$ cat src/rtl/tpw_defs.vh
// Constants shared by the tire pressure window classifier
`ifndef TPW_DEFS_VH
`define TPW_DEFS_VH

// ----------------------------------------------------------------
// Register byte addresses
// ----------------------------------------------------------------
`define TPW_ADDR_CTRL       8'h00
`define TPW_ADDR_LOW_THR    8'h04
`define TPW_ADDR_HIGH_THR   8'h08
`define TPW_ADDR_STATUS     8'h0C
`define TPW_ADDR_INT_STATUS 8'h10
`define TPW_ADDR_INT_ENABLE 8'h14
`define TPW_ADDR_INT_CLEAR  8'h18

// ----------------------------------------------------------------
// Field positions
// ----------------------------------------------------------------
`define TPW_CTRL_RUN        0
`define TPW_STAT_CODE_LSB   0
`define TPW_STAT_CODE_MSB   7
`define TPW_STAT_LOW_CMP    8
`define TPW_STAT_HIGH_CMP   9
`define TPW_STAT_UNDER      10
`define TPW_STAT_CORRECT    11
`define TPW_STAT_OVER       12
`define TPW_INT_SAMPLE      0
`define TPW_INT_UNDER       1
`define TPW_INT_OVER        2
`define TPW_INT_BAD         3
`define TPW_INT_W           4

// ----------------------------------------------------------------
// Reset values
// ----------------------------------------------------------------
`define TPW_RST_RUN         1'b1
`define TPW_RST_LOW_THR     8'h5D
`define TPW_RST_HIGH_THR    8'h65
`define TPW_RST_INT_ENABLE  4'h0

// ----------------------------------------------------------------
// Gain stage and timing
// ----------------------------------------------------------------
`define TPW_PGA_GAIN        10'h004
`define TPW_CODE_MAX        8'hFF
`define TPW_CLK_PERIOD_NS   40
`define TPW_SAMPLE_PERIOD_NS 640000
`define TPW_SAMPLE_CYCLES   (`TPW_SAMPLE_PERIOD_NS / `TPW_CLK_PERIOD_NS)

// ----------------------------------------------------------------
// AXI responses
// ----------------------------------------------------------------
`define TPW_RESP_OKAY       2'h0
`define TPW_RESP_SLVERR     2'h2

`endif

$ cat src/rtl/tpw_rate_div.v
// Divider giving a one-cycle enable pulse every DIV clocks
`timescale 1ns/1ps
`default_nettype none

module tpw_rate_div #(
  parameter integer DIV = 16000,
  parameter integer W = 14
) (
  // Clock and reset
  input wire clk_sys,
  input wire reset_n,
  // Control
  input wire enable,
  // Tick
  output reg tick
);

  reg [W-1:0] cnt_r;

  always @(posedge clk_sys or negedge reset_n) begin
    if (!reset_n) begin
      cnt_r <= {W{1'b0}};
      tick <= 1'b0;
    end else if (!enable) begin
      cnt_r <= {W{1'b0}};
      tick <= 1'b0;
    end else if (cnt_r == DIV[W-1:0] - 1'b1) begin
      cnt_r <= {W{1'b0}};
      tick <= 1'b1;
    end else begin
      cnt_r <= cnt_r + 1'b1;
      tick <= 1'b0;
    end
  end

endmodule // tpw_rate_div

`default_nettype wire

$ cat src/rtl/tpw_compare.v
// Digital comparator of a sample code against a threshold
`timescale 1ns/1ps
`default_nettype none

module tpw_compare #(
  parameter STRICT = 0
) (
  // Operands
  input wire [7:0] code,
  input wire [7:0] threshold,
  // Positive output
  output wire out_pos
);

  // STRICT=1: high above threshold; STRICT=0: low only below threshold
  assign out_pos = (STRICT != 0) ? (code > threshold) : (code >= threshold);

endmodule // tpw_compare

`default_nettype wire

$ cat src/rtl/tpw_classifier.v
// Tire pressure window classifier with AXI4-Lite registers
//
// Functional notes
// - The sensor code passes a fixed gain of four, always active, before it becomes the sample code.
// - New samples are taken on a divided enable matching about 1.56 thousand samples per second.
// - The low-limit comparator output is low when the sample is below the low threshold, else high.
// - The low-limit comparator compares the sample code against the low threshold, reset to 93.
// - The high-limit comparator output is high when the sample exceeds the high threshold, else low.
// - The high-limit comparator compares against the high threshold, reset to 101, otherwise alike.
// - The under-pressure flag is high only when both comparator outputs are low.
// - The correct-pressure flag is high only when low comparator is high and high comparator is low.
// - The over-pressure flag is high only when both comparator outputs are high.
// - The three flags leave on three separate active-high outputs.
`timescale 1ns/1ps
`default_nettype none
`include "tpw_defs.vh"

module tpw_classifier #(
  parameter integer SAMPLE_CYCLES = `TPW_SAMPLE_CYCLES
) (
  // Clock and reset
  input wire clk_sys,
  input wire reset_n,
  // Conditioned sensor code
  input wire [7:0] sensor_code,
  // Pressure flags
  output reg under_pressure,
  output reg correct_pressure,
  output reg over_pressure,
  output reg sample_valid,
  // Interrupt
  output wire irq,
  // AXI4-Lite write address
  input wire [7:0] s_axi_awaddr,
  input wire s_axi_awvalid,
  output wire s_axi_awready,
  // AXI4-Lite write data
  input wire [31:0] s_axi_wdata,
  input wire [3:0] s_axi_wstrb,
  input wire s_axi_wvalid,
  output wire s_axi_wready,
  // AXI4-Lite write response
  output reg [1:0] s_axi_bresp,
  output reg s_axi_bvalid,
  input wire s_axi_bready,
  // AXI4-Lite read address
  input wire [7:0] s_axi_araddr,
  input wire s_axi_arvalid,
  output wire s_axi_arready,
  // AXI4-Lite read data
  output reg [31:0] s_axi_rdata,
  output reg [1:0] s_axi_rresp,
  output reg s_axi_rvalid,
  input wire s_axi_rready
);

  // ----------------------------------------------------------------
  // Declarations
  // ----------------------------------------------------------------
  reg run_r;
  reg [7:0] low_thr_r;
  reg [7:0] high_thr_r;
  reg [7:0] sample_r;
  reg low_cmp_r;
  reg high_cmp_r;
  reg [`TPW_INT_W-1:0] int_status_r;
  reg [`TPW_INT_W-1:0] int_status_nxt;
  reg [`TPW_INT_W-1:0] int_enable_r;
  reg [`TPW_INT_W-1:0] int_event;
  reg aw_held_r;
  reg [7:0] aw_addr_r;
  reg w_held_r;
  reg [31:0] w_data_r;
  reg [3:0] w_strb_r;
  reg [31:0] rd_data_nxt;
  reg rd_hit_nxt;
  reg wr_hit;
  reg under_nxt;
  reg correct_nxt;
  reg over_nxt;
  reg bad_nxt;
  wire sample_tick;
  wire [9:0] amp_full;
  wire [7:0] amp_code;
  wire low_cmp;
  wire high_cmp;
  wire wr_go;
  wire [7:0] wr_byte;
  wire wr_lane0;
  wire ar_go;

  // ----------------------------------------------------------------
  // Gain stage
  // ----------------------------------------------------------------
  // Gain of four, clipped at full scale like a saturated converter
  assign amp_full = {2'b00, sensor_code} * `TPW_PGA_GAIN;
  assign amp_code = (amp_full[9:8] != 2'b00) ? `TPW_CODE_MAX : amp_full[7:0];

  // ----------------------------------------------------------------
  // Sample rate
  // ----------------------------------------------------------------
  // Restarts from zero whenever run is cleared
  tpw_rate_div #(
    .DIV(SAMPLE_CYCLES),
    .W(14)
  ) u_rate_div (
    .clk_sys(clk_sys),
    .reset_n(reset_n),
    .enable(run_r),
    .tick(sample_tick)
  );

  // ----------------------------------------------------------------
  // Comparators
  // ----------------------------------------------------------------
  // Low compare inclusive, high compare strict: equal codes stay in the window
  tpw_compare #(
    .STRICT(0)
  ) u_low_limit_comparator (
    .code(amp_code),
    .threshold(low_thr_r),
    .out_pos(low_cmp)
  );

  tpw_compare #(
    .STRICT(1)
  ) u_high_limit_comparator (
    .code(amp_code),
    .threshold(high_thr_r),
    .out_pos(high_cmp)
  );

  // ----------------------------------------------------------------
  // Pressure decoders
  // ----------------------------------------------------------------
  // Crossed case needs a low threshold above the high one;
  // no flag decoder matches it, so all three flags drop
  always @* begin
    under_nxt = ~low_cmp & ~high_cmp;
    correct_nxt = low_cmp & ~high_cmp;
    over_nxt = low_cmp & high_cmp;
    bad_nxt = ~low_cmp & high_cmp;
  end

  // Flags move only on a sample tick, all three together
  always @(posedge clk_sys or negedge reset_n) begin
    if (!reset_n) begin
      sample_r <= 8'h00;
      low_cmp_r <= 1'b0;
      high_cmp_r <= 1'b0;
      under_pressure <= 1'b0;
      correct_pressure <= 1'b0;
      over_pressure <= 1'b0;
      sample_valid <= 1'b0;
    end else begin
      sample_valid <= sample_tick;
      if (sample_tick) begin
        sample_r <= amp_code;
        low_cmp_r <= low_cmp;
        high_cmp_r <= high_cmp;
        under_pressure <= under_nxt;
        correct_pressure <= correct_nxt;
        over_pressure <= over_nxt;
      end
    end
  end

  // ----------------------------------------------------------------
  // Interrupt events
  // ----------------------------------------------------------------
  // Under and over events fire on entry only
  always @* begin
    int_event = {`TPW_INT_W{1'b0}};
    int_event[`TPW_INT_SAMPLE] = sample_tick;
    int_event[`TPW_INT_UNDER] = sample_tick & under_nxt & ~under_pressure;
    int_event[`TPW_INT_OVER] = sample_tick & over_nxt & ~over_pressure;
    int_event[`TPW_INT_BAD] = sample_tick & bad_nxt;
  end

  // Set wins over a clear in the same cycle
  always @* begin
    int_status_nxt = int_status_r;
    if (wr_go && wr_lane0 && aw_addr_r == `TPW_ADDR_INT_CLEAR) begin
      int_status_nxt = int_status_r & ~wr_byte[`TPW_INT_W-1:0];
    end
    int_status_nxt = int_status_nxt | int_event;
  end

  // Level output while any enabled status bit is set
  assign irq = |(int_status_r & int_enable_r);

  // ----------------------------------------------------------------
  // AXI4-Lite write channel
  // ----------------------------------------------------------------
  // Address and data in either order; response waits for both,
  // and nothing new is taken until the response is accepted
  assign s_axi_awready = ~aw_held_r & ~s_axi_bvalid;
  assign s_axi_wready = ~w_held_r & ~s_axi_bvalid;
  assign wr_go = aw_held_r & w_held_r & ~s_axi_bvalid;
  assign wr_byte = w_data_r[7:0];
  assign wr_lane0 = w_strb_r[0];

  // Read-only registers accept and drop writes; unmapped ones answer an error
  always @* begin
    case (aw_addr_r)
      `TPW_ADDR_CTRL: wr_hit = 1'b1;
      `TPW_ADDR_LOW_THR: wr_hit = 1'b1;
      `TPW_ADDR_HIGH_THR: wr_hit = 1'b1;
      `TPW_ADDR_STATUS: wr_hit = 1'b1;
      `TPW_ADDR_INT_STATUS: wr_hit = 1'b1;
      `TPW_ADDR_INT_ENABLE: wr_hit = 1'b1;
      `TPW_ADDR_INT_CLEAR: wr_hit = 1'b1;
      default: wr_hit = 1'b0;
    endcase
  end

  always @(posedge clk_sys or negedge reset_n) begin
    if (!reset_n) begin
      aw_held_r <= 1'b0;
      aw_addr_r <= 8'h00;
      w_held_r <= 1'b0;
      w_data_r <= 32'h00000000;
      w_strb_r <= 4'h0;
      s_axi_bvalid <= 1'b0;
      s_axi_bresp <= `TPW_RESP_OKAY;
    end else begin
      if (s_axi_awvalid && s_axi_awready) begin
        aw_held_r <= 1'b1;
        aw_addr_r <= s_axi_awaddr;
      end
      if (s_axi_wvalid && s_axi_wready) begin
        w_held_r <= 1'b1;
        w_data_r <= s_axi_wdata;
        w_strb_r <= s_axi_wstrb;
      end
      if (wr_go) begin
        aw_held_r <= 1'b0;
        w_held_r <= 1'b0;
        s_axi_bvalid <= 1'b1;
        s_axi_bresp <= wr_hit ? `TPW_RESP_OKAY : `TPW_RESP_SLVERR;
      end else if (s_axi_bvalid && s_axi_bready) begin
        s_axi_bvalid <= 1'b0;
      end
    end
  end

  // ----------------------------------------------------------------
  // Register file
  // ----------------------------------------------------------------
  // Only byte lane 0 carries writable register bits
  always @(posedge clk_sys or negedge reset_n) begin
    if (!reset_n) begin
      run_r <= `TPW_RST_RUN;
      low_thr_r <= `TPW_RST_LOW_THR;
      high_thr_r <= `TPW_RST_HIGH_THR;
      int_enable_r <= `TPW_RST_INT_ENABLE;
      int_status_r <= {`TPW_INT_W{1'b0}};
    end else begin
      int_status_r <= int_status_nxt;
      if (wr_go && wr_lane0) begin
        case (aw_addr_r)
          `TPW_ADDR_CTRL: begin
            run_r <= wr_byte[`TPW_CTRL_RUN];
          end
          `TPW_ADDR_LOW_THR: begin
            low_thr_r <= wr_byte;
          end
          `TPW_ADDR_HIGH_THR: begin
            high_thr_r <= wr_byte;
          end
          `TPW_ADDR_INT_ENABLE: begin
            int_enable_r <= wr_byte[`TPW_INT_W-1:0];
          end
          default: begin
            run_r <= run_r;
          end
        endcase
      end
    end
  end

  // ----------------------------------------------------------------
  // AXI4-Lite read channel
  // ----------------------------------------------------------------
  // One read at a time; unmapped addresses return zero and an error
  assign s_axi_arready = ~s_axi_rvalid;
  assign ar_go = s_axi_arvalid & s_axi_arready;

  always @* begin
    rd_data_nxt = 32'h00000000;
    rd_hit_nxt = 1'b1;
    case (s_axi_araddr)
      `TPW_ADDR_CTRL: begin
        rd_data_nxt[`TPW_CTRL_RUN] = run_r;
      end
      `TPW_ADDR_LOW_THR: begin
        rd_data_nxt[7:0] = low_thr_r;
      end
      `TPW_ADDR_HIGH_THR: begin
        rd_data_nxt[7:0] = high_thr_r;
      end
      `TPW_ADDR_STATUS: begin
        rd_data_nxt[`TPW_STAT_CODE_MSB:`TPW_STAT_CODE_LSB] = sample_r;
        rd_data_nxt[`TPW_STAT_LOW_CMP] = low_cmp_r;
        rd_data_nxt[`TPW_STAT_HIGH_CMP] = high_cmp_r;
        rd_data_nxt[`TPW_STAT_UNDER] = under_pressure;
        rd_data_nxt[`TPW_STAT_CORRECT] = correct_pressure;
        rd_data_nxt[`TPW_STAT_OVER] = over_pressure;
      end
      `TPW_ADDR_INT_STATUS: begin
        rd_data_nxt[`TPW_INT_W-1:0] = int_status_r;
      end
      `TPW_ADDR_INT_ENABLE: begin
        rd_data_nxt[`TPW_INT_W-1:0] = int_enable_r;
      end
      `TPW_ADDR_INT_CLEAR: begin
        rd_data_nxt = 32'h00000000;
      end
      default: begin
        rd_hit_nxt = 1'b0;
      end
    endcase
  end

  // Read data stand in a register until the master accepts them
  always @(posedge clk_sys or negedge reset_n) begin
    if (!reset_n) begin
      s_axi_rvalid <= 1'b0;
      s_axi_rdata <= 32'h00000000;
      s_axi_rresp <= `TPW_RESP_OKAY;
    end else if (ar_go) begin
      s_axi_rvalid <= 1'b1;
      s_axi_rdata <= rd_data_nxt;
      s_axi_rresp <= rd_hit_nxt ? `TPW_RESP_OKAY : `TPW_RESP_SLVERR;
    end else if (s_axi_rvalid && s_axi_rready) begin
      s_axi_rvalid <= 1'b0;
    end
  end

endmodule // tpw_classifier

`default_nettype wire

$ cat config.mk
export PLATFORM = sky130hd
export DESIGN_NAME = tpw_classifier
export DESIGN_NICKNAME = d
export VERILOG_FILES = /design/src/rtl/tpw_rate_div.v /design/src/rtl/tpw_compare.v /design/src/rtl/tpw_classifier.v
export VERILOG_INCLUDE_DIRS = /design/src /design/src/rtl
export SDC_FILE = /design/constraint.sdc
export NUM_CORES = 1
export LEC_CHECK = 0
export ABC_AREA = 1
export BUFFER_PORTS_ARGS = -buffer_cell sky130_fd_sc_hd__buf_2
export CAP_MARGIN = 20
export CORE_MARGIN = 3
export CORE_UTILIZATION = 37
export CTS_CLUSTER_DIAMETER = 40
export DETAILED_ROUTE_END_ITERATION = 8
export PLACE_DENSITY_LB_ADDON = 0.1
export SYNTH_ARGS = -nofsm -noshare
export SYNTH_HDL_FRONTEND = slang
export SYNTH_SLANG_ARGS = --single-unit
$ cat constraint.sdc
create_clock -name clk_sys -period 4.7 [get_ports clk_sys]
set_input_delay 0.94 -clock clk_sys [delete_from_list [all_inputs] [get_ports clk_sys]]
set_output_delay 0.94 -clock clk_sys [all_outputs]
set_load 0.02 [all_outputs]
==> impl_metrics.env, run 1 <==
export IMPL_run_status="finished clean"
export IMPL_p_leak_nw=2.629
export IMPL_yosysWarnings=0
export IMPL_finalNonFillerCells=781
export IMPL_clk_pin_slew_ps=60
export IMPL_synth_edf_count=0
export IMPL_p_int_mw=1.502
export IMPL_crit_chain="buf_2 > nor2_1 > inv_1 > or2_2 > ha_1 > nand2_1 > nor2_1 > nand4_1 > a21oi_1 > nand3_1 > nand2_1"
export IMPL_drc=0
export IMPL_cts_repair_resized=0
export IMPL_dp_hpwl_um=7429
export IMPL_drv_cap=0
export IMPL_end_kind="flop"
export IMPL_powerDensity_mw_per_mm2=404.8
export IMPL_multiInputGateArea_mm2=0.001967
export IMPL_ctsLongestPathBuffers=2
export IMPL_slowest_stage="or2_2"
export IMPL_switching_share_pct=30.38
export IMPL_crit_path_start="sensor_code[7]"
export IMPL_first_global_vias=3366
export IMPL_async_flop_share_pct=100.0
export IMPL_worstRegToRegCells=8
export IMPL_io_pins=113
export IMPL_max_freq_mhz=348.5
export IMPL_finalSetupViolCount=0
export IMPL_synth_cells=541
export IMPL_worstPathArrival_ps=3150
export IMPL_r2r_start="high_thr_r[6]$_DFFE_PN1P_"
export IMPL_timing_rr_end="int_status_r[1]$_DFF_PN0_"
export IMPL_switchingPower_uw=655.6
export IMPL_gp_congestion=0.8231
export IMPL_peakVddDrop_mv=0.2501
export IMPL_rsz0062_at_grt="no"
export IMPL_synth_avg_cell_area_um2=8.518
export IMPL_ys_types=39
export IMPL_hp_class="flop to flop"
export IMPL_tns_ps=0
export IMPL_cts_buffers=9
export IMPL_die_y_um=117.6
export IMPL_grt_pass1_wl_um=16840
export IMPL_cts_root_buffer="clkbuf_16"
export IMPL_worst_setup_path_type="input port to flop"
export IMPL_cpPeakStageDelay_ps=350
export IMPL_nNetsFinal=689
export IMPL_grt_use_total_pct=14.90
export IMPL_ys_seq_area_share_pct=48.60
export IMPL_die_w_um=117.6
export IMPL_ctsHtreeMaxLevel=3
export IMPL_worstPathMaxFanout=8
export IMPL_vias=3574
export IMPL_vias_per_cell=4.576
export IMPL_wl_um=9824
export IMPL_clock_power_share_pct=34.9
export IMPL_cts_sink_count=89
export IMPL_coreArea_mm2=0.01211
export IMPL_routedWlPerCell_um=12.58
export IMPL_timing_final_crit_share_pct=61.06
export IMPL_antenna_found_initial=0
export IMPL_syn_to_final_growth_pct=15.67
export IMPL_final_seq_area_mm2=0.002240
export IMPL_netlist_area_mm2=0.004608
export IMPL_rrSetupSlack_ps=2770
export IMPL_maxSlewHeadroom_pct=44.82
export IMPL_power_frac_seq_pct=44.7
export IMPL_drt_pre_antenna_iters=4
export IMPL_hold_violations=0
export IMPL_p_comb_share_pct=20.4
export IMPL_post_cts_buffers=0
export IMPL_ctsHoldBuffers=0
export IMPL_io_buffers=64
export IMPL_whs_ps=471.1
export IMPL_critical_path_endpoint="int_status_r[1]$_DFF_PN0_"
export IMPL_grt_overflow_total=0
export IMPL_cts_tree="yes"
export IMPL_ys_seq_elements=89
export IMPL_n_antenna_cell=0
export IMPL_die_area_mm2=0.01383
export IMPL_detail_route_antenna_nets=0
export IMPL_finClkSkew_ps=7.381
export IMPL_drt_iter0_markers=175
export IMPL_worst_pin_slew_ps=827.7
export IMPL_crit_path_start_kind="input port"
export IMPL_min_period_ps=2870
export IMPL_initial_core_util_pct=38.05
export IMPL_maxSlewViolCount=0
export IMPL_grt_max_degree=67
export IMPL_crit_required_ps=4980
export IMPL_placedCellCount=765
export IMPL_n_fill_cell=1236
export IMPL_drive_gt1_share_pct=20.88
export IMPL_rows=40
export IMPL_yosys_most_used_dff="dfrtp_1"
export IMPL_worst_skew_pair_late_latency_ps=340
## placed cells by master, fill, tap and decap left out, types with 2 or more instances in the layout
cell type	Yosys	routed
o21ai_0	40	40
nor3_4	2	2
nor2_1	48	48
dfstp_2	10	10
xor2_1	5	5
bufinv_16	0	2
ha_1	14	14
clkbuf_16	0	9
nand2_2	3	3
clkbuf_1	4	4
nand3_2	6	6
a21oi_1	21	21
nand4_1	8	8
o21ai_2	8	8
o21ai_1	9	9
inv_1	73	73
nand2_1	114	114
dfrtp_1	79	79
mux2_2	5	5
xnor2_1	2	2
o31ai_1	5	5
conb_1	1	21
buf_4	21	2
nand3_1	26	26
nor3_1	9	9
nor2_2	6	6
or2_2	6	6
buf_2	3	63
## metrics by stage
| step | total power, mW | utilization (%) | setup WS (ps) | instance area (um2) |
|---|---|---|---|---|
| floorplan | 1.300 | - | 2123 | 4683 |
| global placement | 1.417 | 41.49 | 1538 | 5025 |
| detailed placement | 1.429 | 41.49 | 1491 | 5025 |
| CTS | 2.196 | 44.01 | 1851 | 5330 |
| global route | 2.300 | 44.01 | 1632 | 5330 |
| finish | 2.158 | 44.01 | 1830 | 5330 |
## kinds of logic after synthesis
| group | Yosys count | share of synthesized area (%) |
|---|---|---|
| simple gates | 234 | 23.79 |
| xor+xnor | 7 | 1.330 |
| flops | 89 | 48.60 |
| compound gates | 88 | 10.83 |
| buf+inv | 103 | 10.34 |
| mux | 5 | 1.222 |
| fa+ha+maj | 14 | 3.801 |
| other cells | 1 | 0.08138 |
## worst min-delay path by stage
stage / start / to / slack (ps) / cells after the start
2_1_floorplan: u_rate_div.tick$_DFF_PN0_ / sample_valid$_DFF_PN0_ / 370 / 0
3_3_place_gp: s_axi_rdata[0]$_DFFE_PN0P_ / s_axi_rdata[0]$_DFFE_PN0P_ / 460 / 2
3_5_place_dp: s_axi_rdata[0]$_DFFE_PN0P_ / s_axi_rdata[0]$_DFFE_PN0P_ / 460 / 2
4_1_cts: s_axi_rdata[0]$_DFFE_PN0P_ / s_axi_rdata[0]$_DFFE_PN0P_ / 480 / 2
5_1_grt: s_axi_rdata[6]$_DFFE_PN0P_ / s_axi_rdata[6]$_DFFE_PN0P_ / 500 / 2
6_report: s_axi_rdata[0]$_DFFE_PN0P_ / s_axi_rdata[0]$_DFFE_PN0P_ / 470 / 2
## cells in the mapped netlist, types with 2 or more instances
master / number / area share (%)
nor2_1: 48 / 3.9
inv_1: 73 / 5.9
o21ai_2: 8 / 1.5
buf_2: 3 / 0.33
ha_1: 14 / 3.8
a21oi_1: 21 / 2.3
o21ai_0: 40 / 4.3
nor3_1: 9 / 0.98
xor2_1: 5 / 0.95
nor2_2: 6 / 0.81
dfrtp_1: 79 / 43
o31ai_1: 5 / 0.81
dfstp_2: 10 / 5.7
nand2_1: 114 / 9.3
nand3_1: 26 / 2.8
nor3_4: 2 / 0.71
xnor2_1: 2 / 0.38
clkbuf_1: 4 / 0.33
o21ai_1: 9 / 0.98
nand3_2: 6 / 1.3
mux2_2: 5 / 1.2
nand2_2: 3 / 0.41
buf_4: 21 / 3.4
or2_2: 6 / 0.81
nand4_1: 8 / 1.1
## layer usage
metal	vias up	routed length [um]	GRT usage, %
met3	13	450	2.979
met5	-	0	0
met1	1639	5119	21.97
met4	0	163	6.374
li1	1841	-	-
met2	81	4091	21.20
## registers in the layout, indices dropped and copies added (netlist names), 4 cells and up
register	count
u_rate_div.cnt_r	14
s_axi_rdata	13
aw_addr_r	8
high_thr_r	8
low_thr_r	8
w_data_r	8
sample_r	7
int_enable_r	4
int_status_r	4
## area by class of cell
| type | instances | share of cell area, % |
|---|---|---|
| timing repair buffer | 65 | 6.197 |
| tap | 168 | 3.944 |
| clock inverter | 3 | 1.221 |
| inverter | 74 | 5.211 |
| clock buffer | 13 | 4.507 |
| multi-input combinational | 369 | 36.90 |
| sequential | 89 | 42.02 |
## worst max-delay path: cells and delay by family
kind                       cells  cell delay, ps
AOI/OAI and AO/OA              1             280
adders and majority gates      1             300
buffers and inverters          2             290
and+or+nand+nor                7            1310
## power groups by stage
stage	Clock (mW)	Sequential [mW]	Combinational, mW
after floorplan	0	0.978	0.323
after global placement	0	0.976	0.441
after detailed placement	0	0.979	0.450
after CTS	0.777	0.966	0.452
after global routing	0.810	0.982	0.509
final	0.752	0.965	0.440
No activity file was read; power rests on OpenSTA's default activity.
==> run 2: changes to the inputs <==
clock period = 2.3 ns   (was 4.7 ns; I/O delays follow)
==> impl_metrics.env, run 2 (synthesis gave the netlist of run 1 again) <==
export IMPL_run_status="finished clean"
export IMPL_nNetsFinal=699
export IMPL_rows=40
export IMPL_p_leak_nw=2.682
export IMPL_syn_to_final_growth_pct=17.92
export IMPL_die_y_um=117.6
export IMPL_r2r_start="high_thr_r[6]$_DFFE_PN1P_"
export IMPL_drc=0
export IMPL_cts_root_buffer="clkbuf_16"
export IMPL_grt_overflow_total=0
export IMPL_detail_route_antenna_nets=0
export IMPL_finalSetupViolCount=0
export IMPL_worstPathMaxFanout=7
export IMPL_dp_hpwl_um=7755
export IMPL_worst_pin_slew_ps=555.7
export IMPL_timing_rr_end="int_status_r[2]$_DFF_PN0_"
export IMPL_die_w_um=117.6
export IMPL_ctsHtreeMaxLevel=3
export IMPL_rsz0062_at_grt="no"
export IMPL_final_cell_area_mm2=0.005434
export IMPL_multiInputGateArea_mm2=0.001974
export IMPL_antenna_found_initial=0
export IMPL_grt_max_degree=41
export IMPL_io_pins=113
export IMPL_final_common_cell="nand2_1"
export IMPL_drive_gt1_share_pct=22.95
export IMPL_crit_path_start_kind="input port"
export IMPL_first_global_vias=3495
export IMPL_hp_class="input port to async pin"
export IMPL_drt_iter0_markers=166
export IMPL_final_cell_mix="nand2_1 (113), dfrtp_1 (79), inv_1 (73)"
export IMPL_cts_sink_count=89
export IMPL_fin_ws_ps=292.2
export IMPL_largest_reg_flops=14
export IMPL_final_seq_area_mm2=0.002240
export IMPL_gp_congestion=0.8103
export IMPL_top_regs="u_rate_div.cnt_r (14), s_axi_rdata (13)"
export IMPL_final_util_pct=44.87
export IMPL_drv_cap=0
export IMPL_cts_buffers=9
export IMPL_wl_um=10100
export IMPL_post_cts_buffers=0
export IMPL_die_area_mm2=0.01383
export IMPL_cts_tree="yes"
export IMPL_worst_setup_path_type="input port to flop"
export IMPL_dp_slack_ps=-203.2
export IMPL_maxSlewHeadroom_pct=62.86
export IMPL_regMostFlops="u_rate_div.cnt_r"
export IMPL_grt_use_total_pct=15.43
export IMPL_timing_final_crit_share_pct=87.30
export IMPL_cpPeakStageDelay_ps=320
export IMPL_initial_core_util_pct=38.05
export IMPL_powerDensity_mw_per_mm2=821.7
export IMPL_ctsLongestPathBuffers=2
export IMPL_io_buffers=64
export IMPL_crit_required_ps=2580
export IMPL_ctsHoldBuffers=0
export IMPL_placed_cell_area_mm2=0.005112
export IMPL_max_freq_mhz=498.1
export IMPL_worst_skew_pair_late_latency_ps=340
export IMPL_vias_per_cell=4.598
export IMPL_clk_pin_slew_ps=70
export IMPL_min_period_ps=2008
export IMPL_coreArea_mm2=0.01211
export IMPL_drt_pre_antenna_iters=5
export IMPL_peakVddDrop_mv=0.4944
export IMPL_hold_violations=0
export IMPL_finClkSkew_ps=9.198
export IMPL_cpMostUsedCell="nand3_1"
export IMPL_rrSetupSlack_ps=520
export IMPL_vias=3637
export IMPL_n_antenna_cell=0
export IMPL_routedWlPerCell_um=12.77
export IMPL_n_fill_cell=1238
export IMPL_worstPathArrival_ps=2290
export IMPL_crit_chain="buf_2 > nor2_2 > inv_1 > or2_2 > ha_1 > nand2_1 > nor2_2 > o21ai_0 > nand3_1 > nand3_1 > inv_1 > nand3_1 > nand2_1"
export IMPL_worstRegToRegCells=10
export IMPL_grt_pass1_wl_um=17550
export IMPL_end_kind="flop"
export IMPL_maxSlewViolCount=0
export IMPL_slowest_stage="or2_2"
## run 2: cell types whose count changed in the layout (fill, tap and decap cells not counted), sizes merged
cell / change
buf: +10
clkbuf: -2
clkinvlp: +1
inv: +1
## run 2: how the worst max path moves through the flow
stage,start,cells after the start,slack (ps),endpoint
after floorplan,sensor_code[7],12,200,over_pressure$_DFFE_PN0P_
after global placement,sensor_code[7],13,-160,int_status_r[2]$_DFF_PN0_
after detailed placement,sensor_code[7],13,-200,int_status_r[2]$_DFF_PN0_
after CTS,sensor_code[7],13,160,int_status_r[2]$_DFF_PN0_
after global routing,sensor_code[7],13,80,over_pressure$_DFFE_PN0P_
final,sensor_code[7],13,290,int_status_r[2]$_DFF_PN0_
## run 2: final cells by class
cell class              instances  share of cell area [%]
clock buffers                  11                   4.283
clock inverters                 5                   1.497
inverters                      74                   5.112
multi-input cells             369                   36.33
flip-flops and latches         89                   41.22
well taps                     168                   3.868
repair buffers                 75                   7.691
## run 2: repair_timing
item,in CTS,in global routing
endpoints found under the hold margin,0,0
endpoints found under the setup margin,0,4
gates resized for setup,0,3
## run 2: per-layer routing
layer	global-route usage [%]	vias to the layer above	part of all wire [%]
met1	23.10	1663	52
met2	22.39	100	42
met5	0	-	0
met3	2.595	12	4.8
li1	-	1862	-
met4	5.641	0	1.3
## run 2: report_power, final
group	total (mW)	internal [mW]	switching (mW)
clock network	1.57	0.955	0.615
logic	0.921	0.308	0.612
registers	1.97	1.82	0.153
total	4.47	3.08	1.38
## run 2: stage by stage
step                setup TNS [ps]  hold slack, ps  instances  total power [mW]
finish                           0           105.2        791             4.465
detailed placement           -1093           461.7        775             2.945
global route                     0           137.2        791             4.742
CTS                              0           118.4        791             4.534
floorplan                        0           164.4        561             2.657
global placement            -807.9           458.7        775             2.914
## run 2: critical path, delay by kind of cell
kind	cells	cell delay [ps]
AND/OR/NAND/NOR	8	1090
buffers and inverters	3	330
adder cells (fa/ha/maj)	1	300
AO/OA/AOI/OAI	1	100
